## src/verilog/sdm_params.svh

```systemverilog
// constants for the serial duplex mode control block
`ifndef SDM_PARAMS_SVH
`define SDM_PARAMS_SVH

// =====================================================
// register offsets (byte addresses)
`define SDM_OFF_CTRL 12'h000
`define SDM_OFF_FSM 12'h004
`define SDM_OFF_STAT 12'h008

// =====================================================
// field positions
`define SDM_CTRL_ECHO_SUP0 0
`define SDM_CTRL_FDX0 1
`define SDM_CTRL_ECHO_SUP1 8
`define SDM_CTRL_FDX1 9
`define SDM_STAT_CH_STRIDE 8

// =====================================================
// reset values
`define SDM_CTRL_RESET 32'h0000_0000
`define SDM_FSM_RESET 3'h0

// =====================================================
// timing: led blink half period and flash time, in ms
`define SDM_CLK_HZ 125000000
`define SDM_BLINK_MS 200
`define SDM_FLASH_MS 200
`define SDM_SINGLE_PERIOD_MS 1200
`define SDM_BLINK_CYC ((`SDM_CLK_HZ / 1000) * `SDM_BLINK_MS)
`define SDM_FLASH_CYC ((`SDM_CLK_HZ / 1000) * `SDM_FLASH_MS)
`define SDM_SINGLE_CYC ((`SDM_CLK_HZ / 1000) * `SDM_SINGLE_PERIOD_MS)

`endif

```

## src/verilog/sdm_pkg.sv

```systemverilog
// types for the serial duplex mode control block
package sdm_pkg;

	// fieldbus state machine state as written by software
	typedef enum logic [2:0] {
		SDM_ST_INIT = 3'h0,
		SDM_ST_PRE_OPERATIONAL = 3'h1,
		SDM_ST_FIRMWARE_BOOT = 3'h2,
		SDM_ST_SAFE_OPERATIONAL = 3'h3,
		SDM_ST_OPERATIONAL = 3'h4
	} sdm_fsm_type;

	// per-channel line direction state
	typedef enum logic [1:0] {
		SDM_CH_IDLE = 2'h0,
		SDM_CH_TX = 2'h1,
		SDM_CH_RX = 2'h2,
		SDM_CH_DRAIN = 2'h3
	} sdm_ch_type;

endpackage

```

## src/verilog/sdm_channel.sv

```systemverilog
// one serial channel: duplex / echo gating and activity leds
`timescale 1ns/100ps
module sdm_channel
	import sdm_pkg::*;
(
	input wire logic pclk,
	input wire logic presetn,
	input wire logic echo_sup_cfg,
	input wire logic fdx_cfg,
	input wire logic tx_busy,
	input wire logic rx_line,
	input wire logic rx_busy,
	output logic rx_enable,
	output logic rx_data,
	output logic tx_drive_en,
	output logic tx_activity_led,
	output logic rx_activity_led,
	output logic echo_sup_act,
	output logic fdx_act,
	output sdm_pkg::sdm_ch_type ch_state
);
	import sdm_pkg::*;

	logic rx_line_s1_q;
	logic rx_line_s2_q;
	logic rx_busy_s1_q;
	logic rx_busy_s2_q;
	logic echo_sup_q;
	logic fdx_q;
	sdm_ch_type state_q;
	sdm_ch_type state_d;
	logic tx_activity_q;
	logic rx_activity_q;
	logic rx_data_q;

	// =====================================================
	// line inputs
	// two stage synchroniser; the first stage feeds the second only
	always_ff @(posedge pclk or negedge presetn) begin
		if (!presetn) begin
			rx_line_s1_q <= 1'b1;
			rx_line_s2_q <= 1'b1;
			rx_busy_s1_q <= 1'b0;
			rx_busy_s2_q <= 1'b0;
		end else begin
			rx_line_s1_q <= rx_line;
			rx_line_s2_q <= rx_line_s1_q;
			rx_busy_s1_q <= rx_busy;
			rx_busy_s2_q <= rx_busy_s1_q;
		end
	end

	// =====================================================
	// mode flags
	// flags latch only while idle so a character is never cut
	always_ff @(posedge pclk or negedge presetn) begin
		if (!presetn) begin
			echo_sup_q <= 1'b0;
			fdx_q <= 1'b0;
		end else if (state_q == SDM_CH_IDLE && !tx_busy) begin
			echo_sup_q <= echo_sup_cfg;
			fdx_q <= fdx_cfg;
		end
	end

	// =====================================================
	// direction state
	always_comb begin
		state_d = state_q;
		case (state_q)
			SDM_CH_IDLE: begin
				if (tx_busy)
					state_d = SDM_CH_TX;
				else if (rx_busy_s2_q)
					state_d = SDM_CH_RX;
			end
			SDM_CH_TX: begin
				if (!tx_busy)
					state_d = SDM_CH_DRAIN;
			end
			SDM_CH_RX: begin
				if (!rx_busy_s2_q)
					state_d = SDM_CH_IDLE;
			end
			SDM_CH_DRAIN: begin
				// one cycle after the last bit before the receiver reopens
				state_d = SDM_CH_IDLE;
			end
			default: begin
				state_d = SDM_CH_IDLE;
			end
		endcase
	end

	always_ff @(posedge pclk or negedge presetn) begin
		if (!presetn)
			state_q <= SDM_CH_IDLE;
		else
			state_q <= state_d;
	end

	// =====================================================
	// receive gating per mode
	always_comb begin
		case ({echo_sup_q, fdx_q})
			2'b01: rx_enable = 1'b1;
			2'b11: rx_enable = (state_q == SDM_CH_IDLE) || (state_q == SDM_CH_RX);
			2'b10: rx_enable = (state_q != SDM_CH_TX) && (state_q != SDM_CH_DRAIN);
			default: rx_enable = (state_q != SDM_CH_DRAIN);
		endcase
	end

	// half duplex: line driver on only while sending, never with a new receive
	assign tx_drive_en = fdx_q ? 1'b1 : (state_q == SDM_CH_TX);

	// received bit held high (idle) when gated off
	always_ff @(posedge pclk or negedge presetn) begin
		if (!presetn)
			rx_data_q <= 1'b1;
		else
			rx_data_q <= rx_enable ? rx_line_s2_q : 1'b1;
	end

	// =====================================================
	// activity leds
	always_ff @(posedge pclk or negedge presetn) begin
		if (!presetn) begin
			tx_activity_q <= 1'b0;
			rx_activity_q <= 1'b0;
		end else begin
			tx_activity_q <= tx_busy;
			rx_activity_q <= rx_busy_s2_q && rx_enable;
		end
	end

	assign rx_data = rx_data_q;
	assign tx_activity_led = tx_activity_q;
	assign rx_activity_led = rx_activity_q;
	assign echo_sup_act = echo_sup_q;
	assign fdx_act = fdx_q;
	assign ch_state = state_q;

	// =====================================================
	// checks
	AST_HDX_NO_RX_WHILE_TX: assert property (@(posedge pclk) disable iff (!presetn)
		(!fdx_q && state_q == SDM_CH_TX) |-> !rx_enable || !echo_sup_q)
		else $error("receive open while sending in suppressed half duplex");
	// plain four-wire full duplex keeps its receiver open through the drain cycle
	AST_RX_AFTER_TX: assert property (@(posedge pclk) disable iff (!presetn)
		(state_q == SDM_CH_DRAIN && !(fdx_q && !echo_sup_q)) |-> !rx_enable ##1 (state_q == SDM_CH_IDLE))
		else $error("receive reopened before transmission completed");
	AST_FDX_ALWAYS_RX: assert property (@(posedge pclk) disable iff (!presetn)
		(fdx_q && !echo_sup_q) |-> rx_enable && tx_drive_en)
		else $error("full duplex mode not both ways");
	AST_RS422_GATED: assert property (@(posedge pclk) disable iff (!presetn)
		(fdx_q && echo_sup_q && $rose(tx_busy) && state_q == SDM_CH_IDLE) |=> !rx_enable)
		else $error("receiver open during send in gated four-wire mode");
	AST_ECHO_DROP: assert property (@(posedge pclk) disable iff (!presetn)
		(echo_sup_q && !fdx_q && state_q == SDM_CH_TX) |=> rx_data_q)
		else $error("own echo passed in suppressed mode");
	AST_OWN_ECHO: assert property (@(posedge pclk) disable iff (!presetn)
		(!echo_sup_q && !fdx_q && state_q == SDM_CH_TX) |-> rx_enable)
		else $error("own echo lost in plain half duplex");
	AST_TX_LED: assert property (@(posedge pclk) disable iff (!presetn)
		tx_busy |=> tx_activity_led)
		else $error("transmit led dark while sending");
	AST_FLAGS_HOLD: assert property (@(posedge pclk) disable iff (!presetn)
		(state_q != SDM_CH_IDLE) |=> $stable(fdx_q) && $stable(echo_sup_q))
		else $error("mode changed mid character");
endmodule

```

## src/verilog/sdm_top.sv

```systemverilog
// serial duplex mode control: apb registers, run led and channels
//
// Operation
// - on the shared two-wire line a channel never drives and accepts new data at once; with echo suppression off the receiver stays open while sending.
// - in two-wire mode with echo suppression, reception stays off until the own transmission has completed.
// - the echo suppression flag can keep a channel from receiving its own characters.
// - echo off and full duplex off: two-wire, own and foreign data both received.
// - echo off and full duplex on: four-wire, send and receive at the same time.
// - echo on and full duplex off: two-wire, only foreign data is passed.
// - echo on and full duplex on: four-wire, receiver opened only after the last sent data.
// - the run led is dark in init and in firmware boot.
// - the run led blinks in pre-operational.
// - the run led gives single flashes in safe-operational.
// - the run led is steadily lit in operational.
// - each channel lights its transmit led while sending.
// - each channel lights its receive led while receiving.
// - two independent channels each with own flags, paths and leds.
//
// Our own choices: the register offsets and the APB interface to the registers.
`include "sdm_params.svh"
`timescale 1ns/100ps
module sdm_top #(
	parameter int NUM_CH = 2,
	parameter int BLINK_CYC = `SDM_BLINK_CYC,
	parameter int FLASH_CYC = `SDM_FLASH_CYC,
	parameter int SINGLE_CYC = `SDM_SINGLE_CYC
) (
	input wire logic pclk,
	input wire logic presetn,
	input wire logic psel,
	input wire logic penable,
	input wire logic pwrite,
	input wire logic [11:0] paddr,
	input wire logic [31:0] pwdata,
	output logic [31:0] prdata,
	output logic pready,
	output logic pslverr,
	input wire logic [NUM_CH-1:0] tx_busy,
	input wire logic [NUM_CH-1:0] rx_line,
	input wire logic [NUM_CH-1:0] rx_busy,
	output logic [NUM_CH-1:0] rx_enable,
	output logic [NUM_CH-1:0] rx_data,
	output logic [NUM_CH-1:0] tx_drive_en,
	output logic [NUM_CH-1:0] tx_activity_led,
	output logic [NUM_CH-1:0] rx_activity_led,
	output logic run_led
);
	import sdm_pkg::*;

	logic [31:0] ctrl_q;
	sdm_fsm_type fsm_q;
	logic [31:0] prdata_q;
	logic pslverr_q;
	logic [NUM_CH-1:0] echo_act;
	logic [NUM_CH-1:0] fdx_act;
	sdm_ch_type ch_state [NUM_CH];
	logic [31:0] blink_cnt_q;
	logic blink_q;
	logic [31:0] single_cnt_q;
	logic run_led_q;
	logic [31:0] stat_w;
	logic acc;

	// address decode used by the read path for the error response
	function automatic logic addr_known(input logic [11:0] a);
		addr_known = (a == `SDM_OFF_CTRL) || (a == `SDM_OFF_FSM) || (a == `SDM_OFF_STAT);
	endfunction

	// =====================================================
	// apb slave: zero wait states
	assign acc = psel && penable;
	assign pready = 1'b1;

	// control and state registers
	always_ff @(posedge pclk or negedge presetn) begin
		if (!presetn) begin
			ctrl_q <= `SDM_CTRL_RESET;
			fsm_q <= sdm_fsm_type'(`SDM_FSM_RESET);
		end else if (acc && pwrite) begin
			if (paddr == `SDM_OFF_CTRL)
				ctrl_q <= pwdata;
			if (paddr == `SDM_OFF_FSM) begin
				// unknown codes fall back to init so the led stays dark
				case (pwdata[2:0])
					3'h1: fsm_q <= SDM_ST_PRE_OPERATIONAL;
					3'h2: fsm_q <= SDM_ST_FIRMWARE_BOOT;
					3'h3: fsm_q <= SDM_ST_SAFE_OPERATIONAL;
					3'h4: fsm_q <= SDM_ST_OPERATIONAL;
					default: fsm_q <= SDM_ST_INIT;
				endcase
			end
		end
	end

	// status word: per channel live flags, direction state and leds
	always_comb begin
		stat_w = 32'h0000_0000;
		for (int i = 0; i < NUM_CH; i++) begin
			stat_w[i*`SDM_STAT_CH_STRIDE +: 8] = {1'b0, rx_activity_led[i], tx_activity_led[i],
				rx_enable[i], ch_state[i], fdx_act[i], echo_act[i]};
		end
	end

	// read data registered in the setup phase, ready for the access phase
	always_ff @(posedge pclk or negedge presetn) begin
		if (!presetn) begin
			prdata_q <= 32'h0000_0000;
			pslverr_q <= 1'b0;
		end else if (psel && !penable) begin
			pslverr_q <= !addr_known(paddr);
			case (paddr)
				`SDM_OFF_CTRL: prdata_q <= ctrl_q & 32'h0000_0303;
				`SDM_OFF_FSM: prdata_q <= {29'h0000_0000, fsm_q};
				`SDM_OFF_STAT: prdata_q <= stat_w;
				default: prdata_q <= 32'h0000_0000;
			endcase
		end
	end

	assign prdata = prdata_q;
	assign pslverr = pslverr_q && acc;

	// =====================================================
	// run led timing: blink toggle and single flash period
	always_ff @(posedge pclk or negedge presetn) begin
		if (!presetn) begin
			blink_cnt_q <= 32'h0000_0000;
			blink_q <= 1'b0;
		end else if (blink_cnt_q >= 32'(BLINK_CYC - 1)) begin
			blink_cnt_q <= 32'h0000_0000;
			blink_q <= !blink_q;
		end else begin
			blink_cnt_q <= blink_cnt_q + 32'h0000_0001;
		end
	end

	always_ff @(posedge pclk or negedge presetn) begin
		if (!presetn)
			single_cnt_q <= 32'h0000_0000;
		else if (single_cnt_q >= 32'(SINGLE_CYC - 1))
			single_cnt_q <= 32'h0000_0000;
		else
			single_cnt_q <= single_cnt_q + 32'h0000_0001;
	end

	// run led pattern from the fieldbus state
	always_ff @(posedge pclk or negedge presetn) begin
		if (!presetn) begin
			run_led_q <= 1'b0;
		end else begin
			case (fsm_q)
				SDM_ST_PRE_OPERATIONAL: run_led_q <= blink_q;
				SDM_ST_SAFE_OPERATIONAL: run_led_q <= single_cnt_q < 32'(FLASH_CYC);
				SDM_ST_OPERATIONAL: run_led_q <= 1'b1;
				default: run_led_q <= 1'b0;
			endcase
		end
	end

	assign run_led = run_led_q;

	AST_RUN_DARK: assert property (@(posedge pclk) disable iff (!presetn)
		(fsm_q == SDM_ST_INIT || fsm_q == SDM_ST_FIRMWARE_BOOT) ##1 $stable(fsm_q) |-> !run_led)
		else $error("run led lit in init or boot");
	AST_RUN_ON: assert property (@(posedge pclk) disable iff (!presetn)
		(fsm_q == SDM_ST_OPERATIONAL) ##1 (fsm_q == SDM_ST_OPERATIONAL) |-> run_led)
		else $error("run led not steady in operational");

	// =====================================================
	// channels, each with its own pair of flags
	generate
		for (genvar g = 0; g < NUM_CH; g++) begin : g_ch
			sdm_channel u_ch (
				.pclk(pclk),
				.presetn(presetn),
				.echo_sup_cfg(ctrl_q[`SDM_CTRL_ECHO_SUP0 + g*`SDM_STAT_CH_STRIDE]),
				.fdx_cfg(ctrl_q[`SDM_CTRL_FDX0 + g*`SDM_STAT_CH_STRIDE]),
				.tx_busy(tx_busy[g]),
				.rx_line(rx_line[g]),
				.rx_busy(rx_busy[g]),
				.rx_enable(rx_enable[g]),
				.rx_data(rx_data[g]),
				.tx_drive_en(tx_drive_en[g]),
				.tx_activity_led(tx_activity_led[g]),
				.rx_activity_led(rx_activity_led[g]),
				.echo_sup_act(echo_act[g]),
				.fdx_act(fdx_act[g]),
				.ch_state(ch_state[g])
			);
		end
	endgenerate
endmodule

```

## config.mk

```make
export PLATFORM = sky130hd
export DESIGN_NAME = sdm_top
export DESIGN_NICKNAME = d
export VERILOG_FILES = /design/src/verilog/sdm_pkg.sv /design/src/verilog/sdm_channel.sv /design/src/verilog/sdm_top.sv
export VERILOG_INCLUDE_DIRS = /design/src /design/src/verilog
export SDC_FILE = /design/constraint.sdc
export NUM_CORES = 1
export LEC_CHECK = 0
export BUFFER_PORTS_ARGS = -buffer_cell sky130_fd_sc_hd__buf_2
export CAP_MARGIN = 20
export CORE_ASPECT_RATIO = 0.6
export CORE_MARGIN = 1.5
export CORE_UTILIZATION = 56
export CTS_CLUSTER_DIAMETER = 60
export DETAILED_ROUTE_END_ITERATION = 8
export GPL_ROUTABILITY_DRIVEN = 0
export PLACE_DENSITY = 0.85
export SETUP_SLACK_MARGIN = 0.5
export SLEW_MARGIN = 0
export SYNTH_ARGS = -nofsm -noshare
export SYNTH_HDL_FRONTEND = slang
export SYNTH_SLANG_ARGS = --single-unit
```

## constraint.sdc

```tcl
create_clock -name pclk -period 2.6 [get_ports pclk]
set_clock_uncertainty 0.05 [all_clocks]
set_input_delay 0.13 -clock pclk [delete_from_list [all_inputs] [get_ports pclk]]
set_output_delay 0.13 -clock pclk [all_outputs]
set_load 0.05 [all_outputs]
```

---- Word level (Yosys, flattened, before mapping) ----
Index checks and enable logic that the tools add are counted.
word-level totals
  logic and storage cells ................. 111
  memory bits (read-only) ................. 0
  input bits .............................. 55
  memories kept ........................... 0
  output and inout bits ................... 45
  register bits after elaboration ......... 134
  RAM bits ................................ 0
  bits in latches ......................... 0
operators by class
  reductions and logical operators ........ 26
  equal/unequal tests ..................... 31
  shift-type cells ........................ 0
  magnitude comparators ................... 3
  bitwise logic cells ..................... 0
  $mul .................................... 0
  multiplexer cells ....................... 21
  add/subtract/negate cells ............... 2
  div/mod/pow operators ................... 0
operator list
  kind                   number
  $add 32x1->32 const B  2
  $mux 32                2
  $pmux 15 s3            1
  $ge 32x25->1 const B   1
  $ge 32x28->1 const B   1
  $lt 32x25->1 const B   1
  $eq 2x2->1 const B     8
  $mux 2                 8
  $pmux 2 s4             2
  $eq 12x3->1 const B    1
  $eq 12x4->1 const B    1
  $logic_not 12->1       1
  $ne 2x2->1 const B     6
  $pmux 3 s4             1
  $logic_and 1x1->1      10
  $eq 3x2->1 const B     3
  $pmux 1 s3             3
  $eq 2x1->1 const B     4
  $eq 3x1->1 const B     2
  $eq 3x3->1 const B     2
  $ne 3x2->1 const B     2
  $reduce_and 3->1       2
  $logic_not 1->1        5
  $logic_not 2->1        2
  other kinds (4)        12

---- Depth between registers and ports, before layout ----
Gate-level depths: netlist (run 1).
  depth in word-level cells ............... 4
  mapped depth ............................ 6
  mapped depth without buffers ............ 5

---- Modules after synthesis ----
A second synthesis (run 1) with hierarchy kept.
second synthesis, totals
  cell total of the unflattened synthesis .. 484
  area total of the unflattened synthesis .. 5395.2 um2
modules (own cells, without submodules)
  module       area an instance (um2)  cells an instance  sequential area each (um2)  times used
  sdm_top      4649.5                  436                2202.1                      1
  sdm_channel  372.9                   24                 279.0                       2

---- Worst setup path before layout (run 1) ----
No wires, ideal clock.
  path kind ............................... register to register
  start point ............................. register blink_cnt_q[0]
  end point ............................... register blink_cnt_q[20]
  required time ........................... 2.463 ns
  period minus slack after synthesis ...... 2.022 ns
  stages on the path, launching flop included .. 7
  setup time .............................. 0.087 ns
  setup slack ............................. 0.578 ns
  path buffers ............................ 1
  arrival ................................. 1.886 ns
  cell sequence ........................... dfrtp_1 ha_1 nand3_1 or2_2 clkbuf_1 or4_1 a211oi_2
between the ends
  cells in the longest elaborated chain, start to end .. 2
  elaborated cells on any way between the ends .. 3
  those cells by class .................... add/sub: 1; order compare: 1; mux: 1
RTL lines
  item                                           RTL line                        source
  start, declared                                sdm_top.sv:57                   logic [31:0] blink_cnt_q;
  start signal, assigned                         sdm_top.sv:133                  blink_cnt_q <= blink_cnt_q + 32'h0000_0001;
  $add 32x1->32 or $ge 32x25->1 (tied branches)  sdm_top.sv:133, sdm_top.sv:129
  $mux 32 (*)                                    sdm_top.sv:129                  end else if (blink_cnt_q >= 32'(BLINK_CYC - 1)) begin
Every way passes the cells marked *; elsewhere a longest branch is shown, timed or not.
A chain may end at the register's enable or synchronous reset.

---- Worst setup path in the final report (run 1) ----
  start point ............................. register single_cnt_q[10]
  end point ............................... register single_cnt_q[25]
between the ends
  cells in the longest elaborated chain, start to end .. 2
  elaborated cells on any way between the ends .. 3
  those cells by class .................... add/sub: 1; order compare: 1; mux: 1
RTL lines
  item                                           RTL line                        source
  start, declared                                sdm_top.sv:59                   logic [31:0] single_cnt_q;
  start signal, assigned                         sdm_top.sv:143                  single_cnt_q <= single_cnt_q + 32'h0000_0001;
  $add 32x1->32 or $ge 32x28->1 (tied branches)  sdm_top.sv:143, sdm_top.sv:140
  $mux 32 (*)                                    sdm_top.sv:140                  else if (single_cnt_q >= 32'(SINGLE_CYC - 1))
Marks and branches as above.

==> results.toml, run 1 <==
[outcome]
status = "finished, final reports clean"

[yosys]
synth_warnings = 0
ys_seq_area_share_pct = 52.3
synth.area.top_cells = "dfrtp_1, buf_4, nor3_1"
syn-instance-count = 498
synth_top_area_share_pct = 49.3
synth_edf_count = 0
synth.most_common_cell = "dfrtp_1"
synthArstFlopShare_pct = 100
syn_area_per_cell_sq_um = 10.6
synth_area_sq_um = 5280
yosys.area.top_type = "dfrtp_1"
synth_cell_types = 54
ys.flop_type = "dfrtp_1"
yosys_register_bits = 110
ys_top_cells_by_count = "dfrtp_1, nor3_1, buf_4"

[placement]
place_ws_ps = 158
numPortBuffers = 53
hpwlAfterDp_microns = 8000

[worst_setup_path]
cp_max_fo = 8
r2r_slack_ps = 550
worstSetupPathType = "reg -> reg"
critPathRequiredTime_ps = 2830
end_kind = "flip-flop"
critical_path_arrival_ps = 2290
reg2reg_from = "single_cnt_q[10]"
r2r-end = "single_cnt_q[25]"
start_kind = "flip-flop"
r2r_cells = 5
worstSetupStartpoint = "single_cnt_q[10]"

[clocking]
cts_tree = "yes"
cts_buffers = 9
h-tree-depth = 3
clock-sinks = 110
clockRootBuffer = "clkbuf_16"
clk_latency_ps = 360
clockBufferDepth = 2
clkTransAtPathRegs_ps = 70

[global_routing]
grt_pass1_vias = 4048
antenna_found_initial = 0
grt_max_degree = 61
gr-usage-all-layers_pct = 25.2
grt_pass1_wl_microns = 19800
overflow = 0

[route]
drc = 0
first_iter_violations = 436
vias = 4319
dr.pass1.iters = 5
wl_per_cell_microns = 17.5
drtAntennaViolNets = 0
drt-total-wl_microns = 12500
routed_via_density = 6.02

[floorplan]
ios = 100
fp.dieH_microns = 78.2
die_area_sq_um = 10000
dieWidth_microns = 128
num_rows = 27
start_util_pct = 57.7
core_region_area_sq_um = 9160

[pwr]
powerDensity_nw_per_um2 = 607
max-vdd-ir-drop_v = 0.000368
p_leak_nw = 2.63

[sta]
setup_tns_ps = 0
hold_violations = 0
setup_ws_ps = 548
rsz0062_at_grt = "yes"
finalSetupViolCount = 0
final-max-slew-violation-count = 0
timing.slew.headroom_pct = 39.6
max_freq_mhz = 487
fin_crit_ps = 2050
worst_pin_slew_ps = 898
post-route-period-util_pct = 78.9

[min_path]
min_from = "pwdata[2]"
hold_depth = 4
whs_endpoint = "fsm_q[1]"
holdCritPathClass = "in -> reg"

[layout]
syn2layout_area_growth_pct = 18.4
diodes = 0
final_layout_size_suffix_gt1_share_pct = 24.7
fill_cells = 661
final_net_count = 639

[flow_run]
maxCapViolCount = 0
cell type report:
type / count / area [sq um] / area share [%]
inverters: 14 / 52.6 / 0.840
multi-input cells: 350 / 2320 / 37.2
repair buffers: 97 / 638 / 10.2
clock buffers: 10 / 229 / 3.66
clock inverters: 6 / 77.6 / 1.24
flip-flops and latches: 110 / 2770 / 44.3
well taps: 130 / 163 / 2.60
flip-flops by register name, indices dropped and copies added, names as in the netlist:
register and flops:
blink_cnt_q 32, blink_q 1, ctrl_q 4, fsm_q 3, g_ch.u_ch.ch_state 4, g_ch.u_ch.echo_sup_act 2
g_ch.u_ch.fdx_act 2, g_ch.u_ch.rx_activity_led 2, g_ch.u_ch.rx_busy_s1_q 2, g_ch.u_ch.rx_busy_s2_q 2, g_ch.u_ch.rx_data 2, g_ch.u_ch.rx_line_s1_q 2
g_ch.u_ch.rx_line_s2_q 2, g_ch.u_ch.tx_activity_led 2, prdata 14, pslverr_q 1, run_led 1, single_cnt_q 32
cells by family after synthesis:
logic type / synth area share, %
flops: 52.3
xor+xnor: 4.48
fa+ha+maj: 0.474
compound gates: 12.2
buf+inv: 7.13
other cells: 0.142
mux: 2.68
simple gates: 20.6
placed cells by master, fill, tap and decap left out, types with 10 or more instances in the layout:
cell type      Yosys  layout
a211oi_1          14      13
a21oi_1           13      13
buf_2              4      53
buf_4             29      31
conb_1             2      30
dfrtp_1          104      97
dlygate4sd3_1      0      12
inv_1             14      14
nand2_1           24      23
nand3_1           23      21
nand4_1           11      11
nor2_1            16      16
nor3_1            38      38
nor4_1            14      13
o21ai_0           17      17
o31ai_1           18      18
or4_1             21      21
xnor2_1           17      17
xor2_1            10      10
where the power goes:
group	internal, mW	switching, mW	leakage (nW)	total (mW)
combinational	0.126	0.386	1.04	0.512
sequential	1.79	0.0730	1.45	1.86
clock	0.767	0.661	0.147	1.43
metrics by stage:
stage / total power, mW / area, sq um / hold slack [ps] / std cells / util (%)
finish: 3.80 / 6250 / 8.99 / 717 / 68.3
global route: 3.92 / 6250 / 46.2 / 717 / 68.3
CTS: 3.79 / 6080 / 4.09 / 701 / 66.4
detailed placement: 2.37 / 5600 / 18.7 / 669 / 61.2
global placement: 2.36 / 5600 / 16.0 / 669 / 61.2
floorplan: 2.31 / 5390 / -216 / 526 / -
critical path: stages, from the launching register on:
cell     delay (ps)
dfrtp_1         480
nand4_4         170
or3_4           460
buf_4           170
or4_1           500
a21oi_1         150
timing repair:
action                                  in CTS  in global routing
setup buffers                                4                 16
resized for setup                            5                 15
hold endpoints to repair                    38                  0
pin swaps                                    1                  2
cloned                                       0                  0
hold buffers                                12                  0
endpoints found under the setup margin      28                 33
layer usage:
metal  track usage, %  vias up  wire length (microns)
met4             8.20        0                    211
met1             35.8     2145                   5520
met5                0        -                      0
met2             38.6      191                   5940
li1                 -     1961                      -
met3             5.66       22                    873
worst max path at each step:
stage / to / slack (ps) / cells after the start
finish: single_cnt_q[25] / 550 / 5
global route: blink_cnt_q[18] / 470 / 5
floorplan: blink_cnt_q[20] / 580 / 6
CTS: single_cnt_q[21] / 500 / 4
detailed placement: single_cnt_q[10] / 160 / 6
global placement: single_cnt_q[27] / 320 / 6
No activity file was read; power rests on OpenSTA's default activity.
==> run 2, diff against run 1 <==
--- a/config.mk
+++ b/config.mk
@@ -6,6 +6,7 @@
 export SDC_FILE = /design/constraint.sdc
 export NUM_CORES = 1
 export LEC_CHECK = 0
+export ABC_AREA = 1
 export BUFFER_PORTS_ARGS = -buffer_cell sky130_fd_sc_hd__buf_2
 export CAP_MARGIN = 20
 export CORE_ASPECT_RATIO = 0.6
==> constraint.sdc (replaced) <==
create_clock -name pclk -period 2.1 [get_ports pclk]
set_clock_uncertainty 0.05 [all_clocks]
set_input_delay 0.105 -clock pclk [delete_from_list [all_inputs] [get_ports pclk]]
set_output_delay 0.105 -clock pclk [all_outputs]
set_load 0.05 [all_outputs]
==> run 2 against run 1 <==
Against the previous run:
- wire length grew 28%
- non-clock buffer count decreased by 10
- sequential cell count did not move
- area after synthesis up 7.3%
- fmax rose by 23%
- sequential share of layout area fell by 5.1 points
- combinational power is 84% higher
- register-to-register slack lost 110 ps
- highest routed layer unchanged
==> results.toml, run 2 <==
[sta]
fin_crit_ps = 1660
post-route-period-util_pct = 79.2
hold_violations = 0
finalSetupViolCount = 0
rsz0062_at_grt = "yes"
timing.slew.headroom_pct = 45.0
final-max-slew-violation-count = 0
setup_ws_ps = 437
setup_tns_ps = 0
worst_pin_slew_ps = 819
max_freq_mhz = 601

[min_path]
min_from = "pwdata[0]"
holdCritPathClass = "in -> reg"

[yosys]
synth_top_area_share_pct = 46.0
synthArstFlopShare_pct = 100
yosys_register_bits = 110
ys_top_cells_by_count = "nand2_1, nor2_1, dfrtp_1"
synth_area_sq_um = 5660
syn_area_per_cell_sq_um = 8.04
synth.area.top_cells = "dfrtp_1, nand2_1, nor2_1"
ys_seq_area_share_pct = 48.7
ys.flop_type = "dfrtp_1"
synth.most_common_cell = "nand2_1"
yosys.area.top_type = "dfrtp_1"
synth_cell_types = 37
synth_edf_count = 0
syn-instance-count = 704
synth_warnings = 0

[pwr]
power.switching_mw = 1.61
power_frac_comb_pct = 18.6
powerDensity_nw_per_um2 = 718
pwr-share-clk_pct = 34.7
p_leak_nw = 3.12
pwr-share-seq_pct = 46.7
switching_share_pct = 31.8
p_int_mw = 3.46
max-vdd-ir-drop_v = 0.000538

[outcome]
status = "finished, final reports clean"

[worst_setup_path]
critPathRequiredTime_ps = 2340
worstSetupStartpoint = "single_cnt_q[26]"
reg2reg_from = "single_cnt_q[26]"
worstSetupPathType = "reg -> reg"
cp_max_fo = 7
critical_path_arrival_ps = 1900
start_kind = "flip-flop"
end_kind = "flip-flop"

[clocking]
h-tree-depth = 3
clockBufferDepth = 2
cts_tree = "yes"
clk_latency_ps = 360
clockRootBuffer = "clkbuf_16"
clock-sinks = 110
cts_buffers = 9
clkTransAtPathRegs_ps = 70

[route]
drt-total-wl_microns = 16100
vias = 5321
first_iter_violations = 613
wl_per_cell_microns = 17.1
drtAntennaViolNets = 0
drc = 0
dr.pass1.iters = 7
routed_via_density = 5.66

[floorplan]
fp.dieH_microns = 80.9
core_region_area_sq_um = 9840
num_rows = 28
ios = 100
die_area_sq_um = 10700
dieWidth_microns = 133
start_util_pct = 57.5

[layout]
syn2layout_area_growth_pct = 25.0
final_common_cell = "nand2_1"
final_net_count = 857
final_layout_size_suffix_gt1_share_pct = 26.5
diodes = 0
layout_common_cells = "nand2_1, dfrtp_1, nor2_1, inv_1, buf_2"

[global_routing]
grt_max_degree = 44
antenna_found_initial = 0
grt_pass1_vias = 4899
overflow = 0
gr-usage-all-layers_pct = 28.0
grt_pass1_wl_microns = 23400

[flow_run]
maxCapViolCount = 0

[placement]
hpwlAfterDp_microns = 9130
numPortBuffers = 53
place_ws_ps = 190
## run 2: cell count changes after synthesis, sizes merged, moves of 18 or more
cell / change
nand3: +28
nor2: +111
nand2: +157
or4: -22
inv: +68
nor3: -18
## run 2: final timing paths
check / cells after the start / end / slack (ps)
max: 6 / single_cnt_q[16] / 440
min: 3 / fsm_q[0] / 30
max reg2reg: 6 / single_cnt_q[16] / 440
min reg2reg: 0 / g_ch[0].u_ch.rx_busy_s2_q / 310
max in group asynchronous: 3 / g_ch[1].u_ch.rx_line_s2_q / 1000
min in group asynchronous: 2 / blink_cnt_q[1] / 230
## run 2: layout make-up
cell class | count | area, sq um
flip-flops and latches | 110 | 2770
clock inverters | 5 | 66.3
clock buffers | 11 | 243
fillers | 666 | 2770
repair buffers | 87 | 594
multi-input cells | 510 | 2920
inverters | 82 | 310
well taps | 135 | 169
## run 2: power groups by stage
| stage | logic, mW | registers (mW) | clock network [mW] |
|---|---|---|---|
| finish | 0.944 | 2.37 | 1.76 |
| global route | 1.01 | 2.38 | 1.87 |
| CTS | 0.869 | 2.36 | 1.78 |
| detailed placement | 0.821 | 2.40 | 0 |
| global placement | 0.799 | 2.39 | 0 |
| floorplan | 0.752 | 2.36 | 0 |
## run 2: metal layers
metal	share of wire (%)	wire (microns)	track usage, %
met5	0	0	0
met3	8.9	1430	7.24
met1	40	6350	36.4
met2	47	7500	44.9
met4	4.8	775	12.6
## run 2: kinds of logic after synthesis
kind of cell	synth area share [%]
buffers and inverters	10.4
and+or+nand+nor	31.7
AOI/OAI and AO/OA	4.35
DFF	48.7
other	0.133
xor gates and xnor gates	4.18
adders and majority gates	0.442
## run 2: critical path, cell delays in order, from the launching register on
cell and delay (ps):
dfrtp_1 470, o31ai_1 400, nand2_1 150, nor2_4 170, buf_12 150, nand2_8 90, nor2_1 110
## run 2: what timing repair did
action,in CTS,in global routing
resized for setup,23,93
cloned,6,0
endpoints found under the hold margin,53,0
pin swaps,9,31
hold buffers,11,0
endpoints found under the setup margin,54,56
buffers inserted,5,14
## run 2: per-stage QoR
step                utilization (%)  instances  cell area, sq um  hold WS, ps  total power [mW]
CTS                            67.3        926              6630         1.06              5.01
floorplan                         -        732              5770         -241              3.11
detailed placement             60.6        888              5960         83.5              3.22
global route                   71.9        940              7080         37.3              5.26
finish                         71.9        940              7080         29.4              5.08
global placement               60.6        888              5960         76.7              3.19
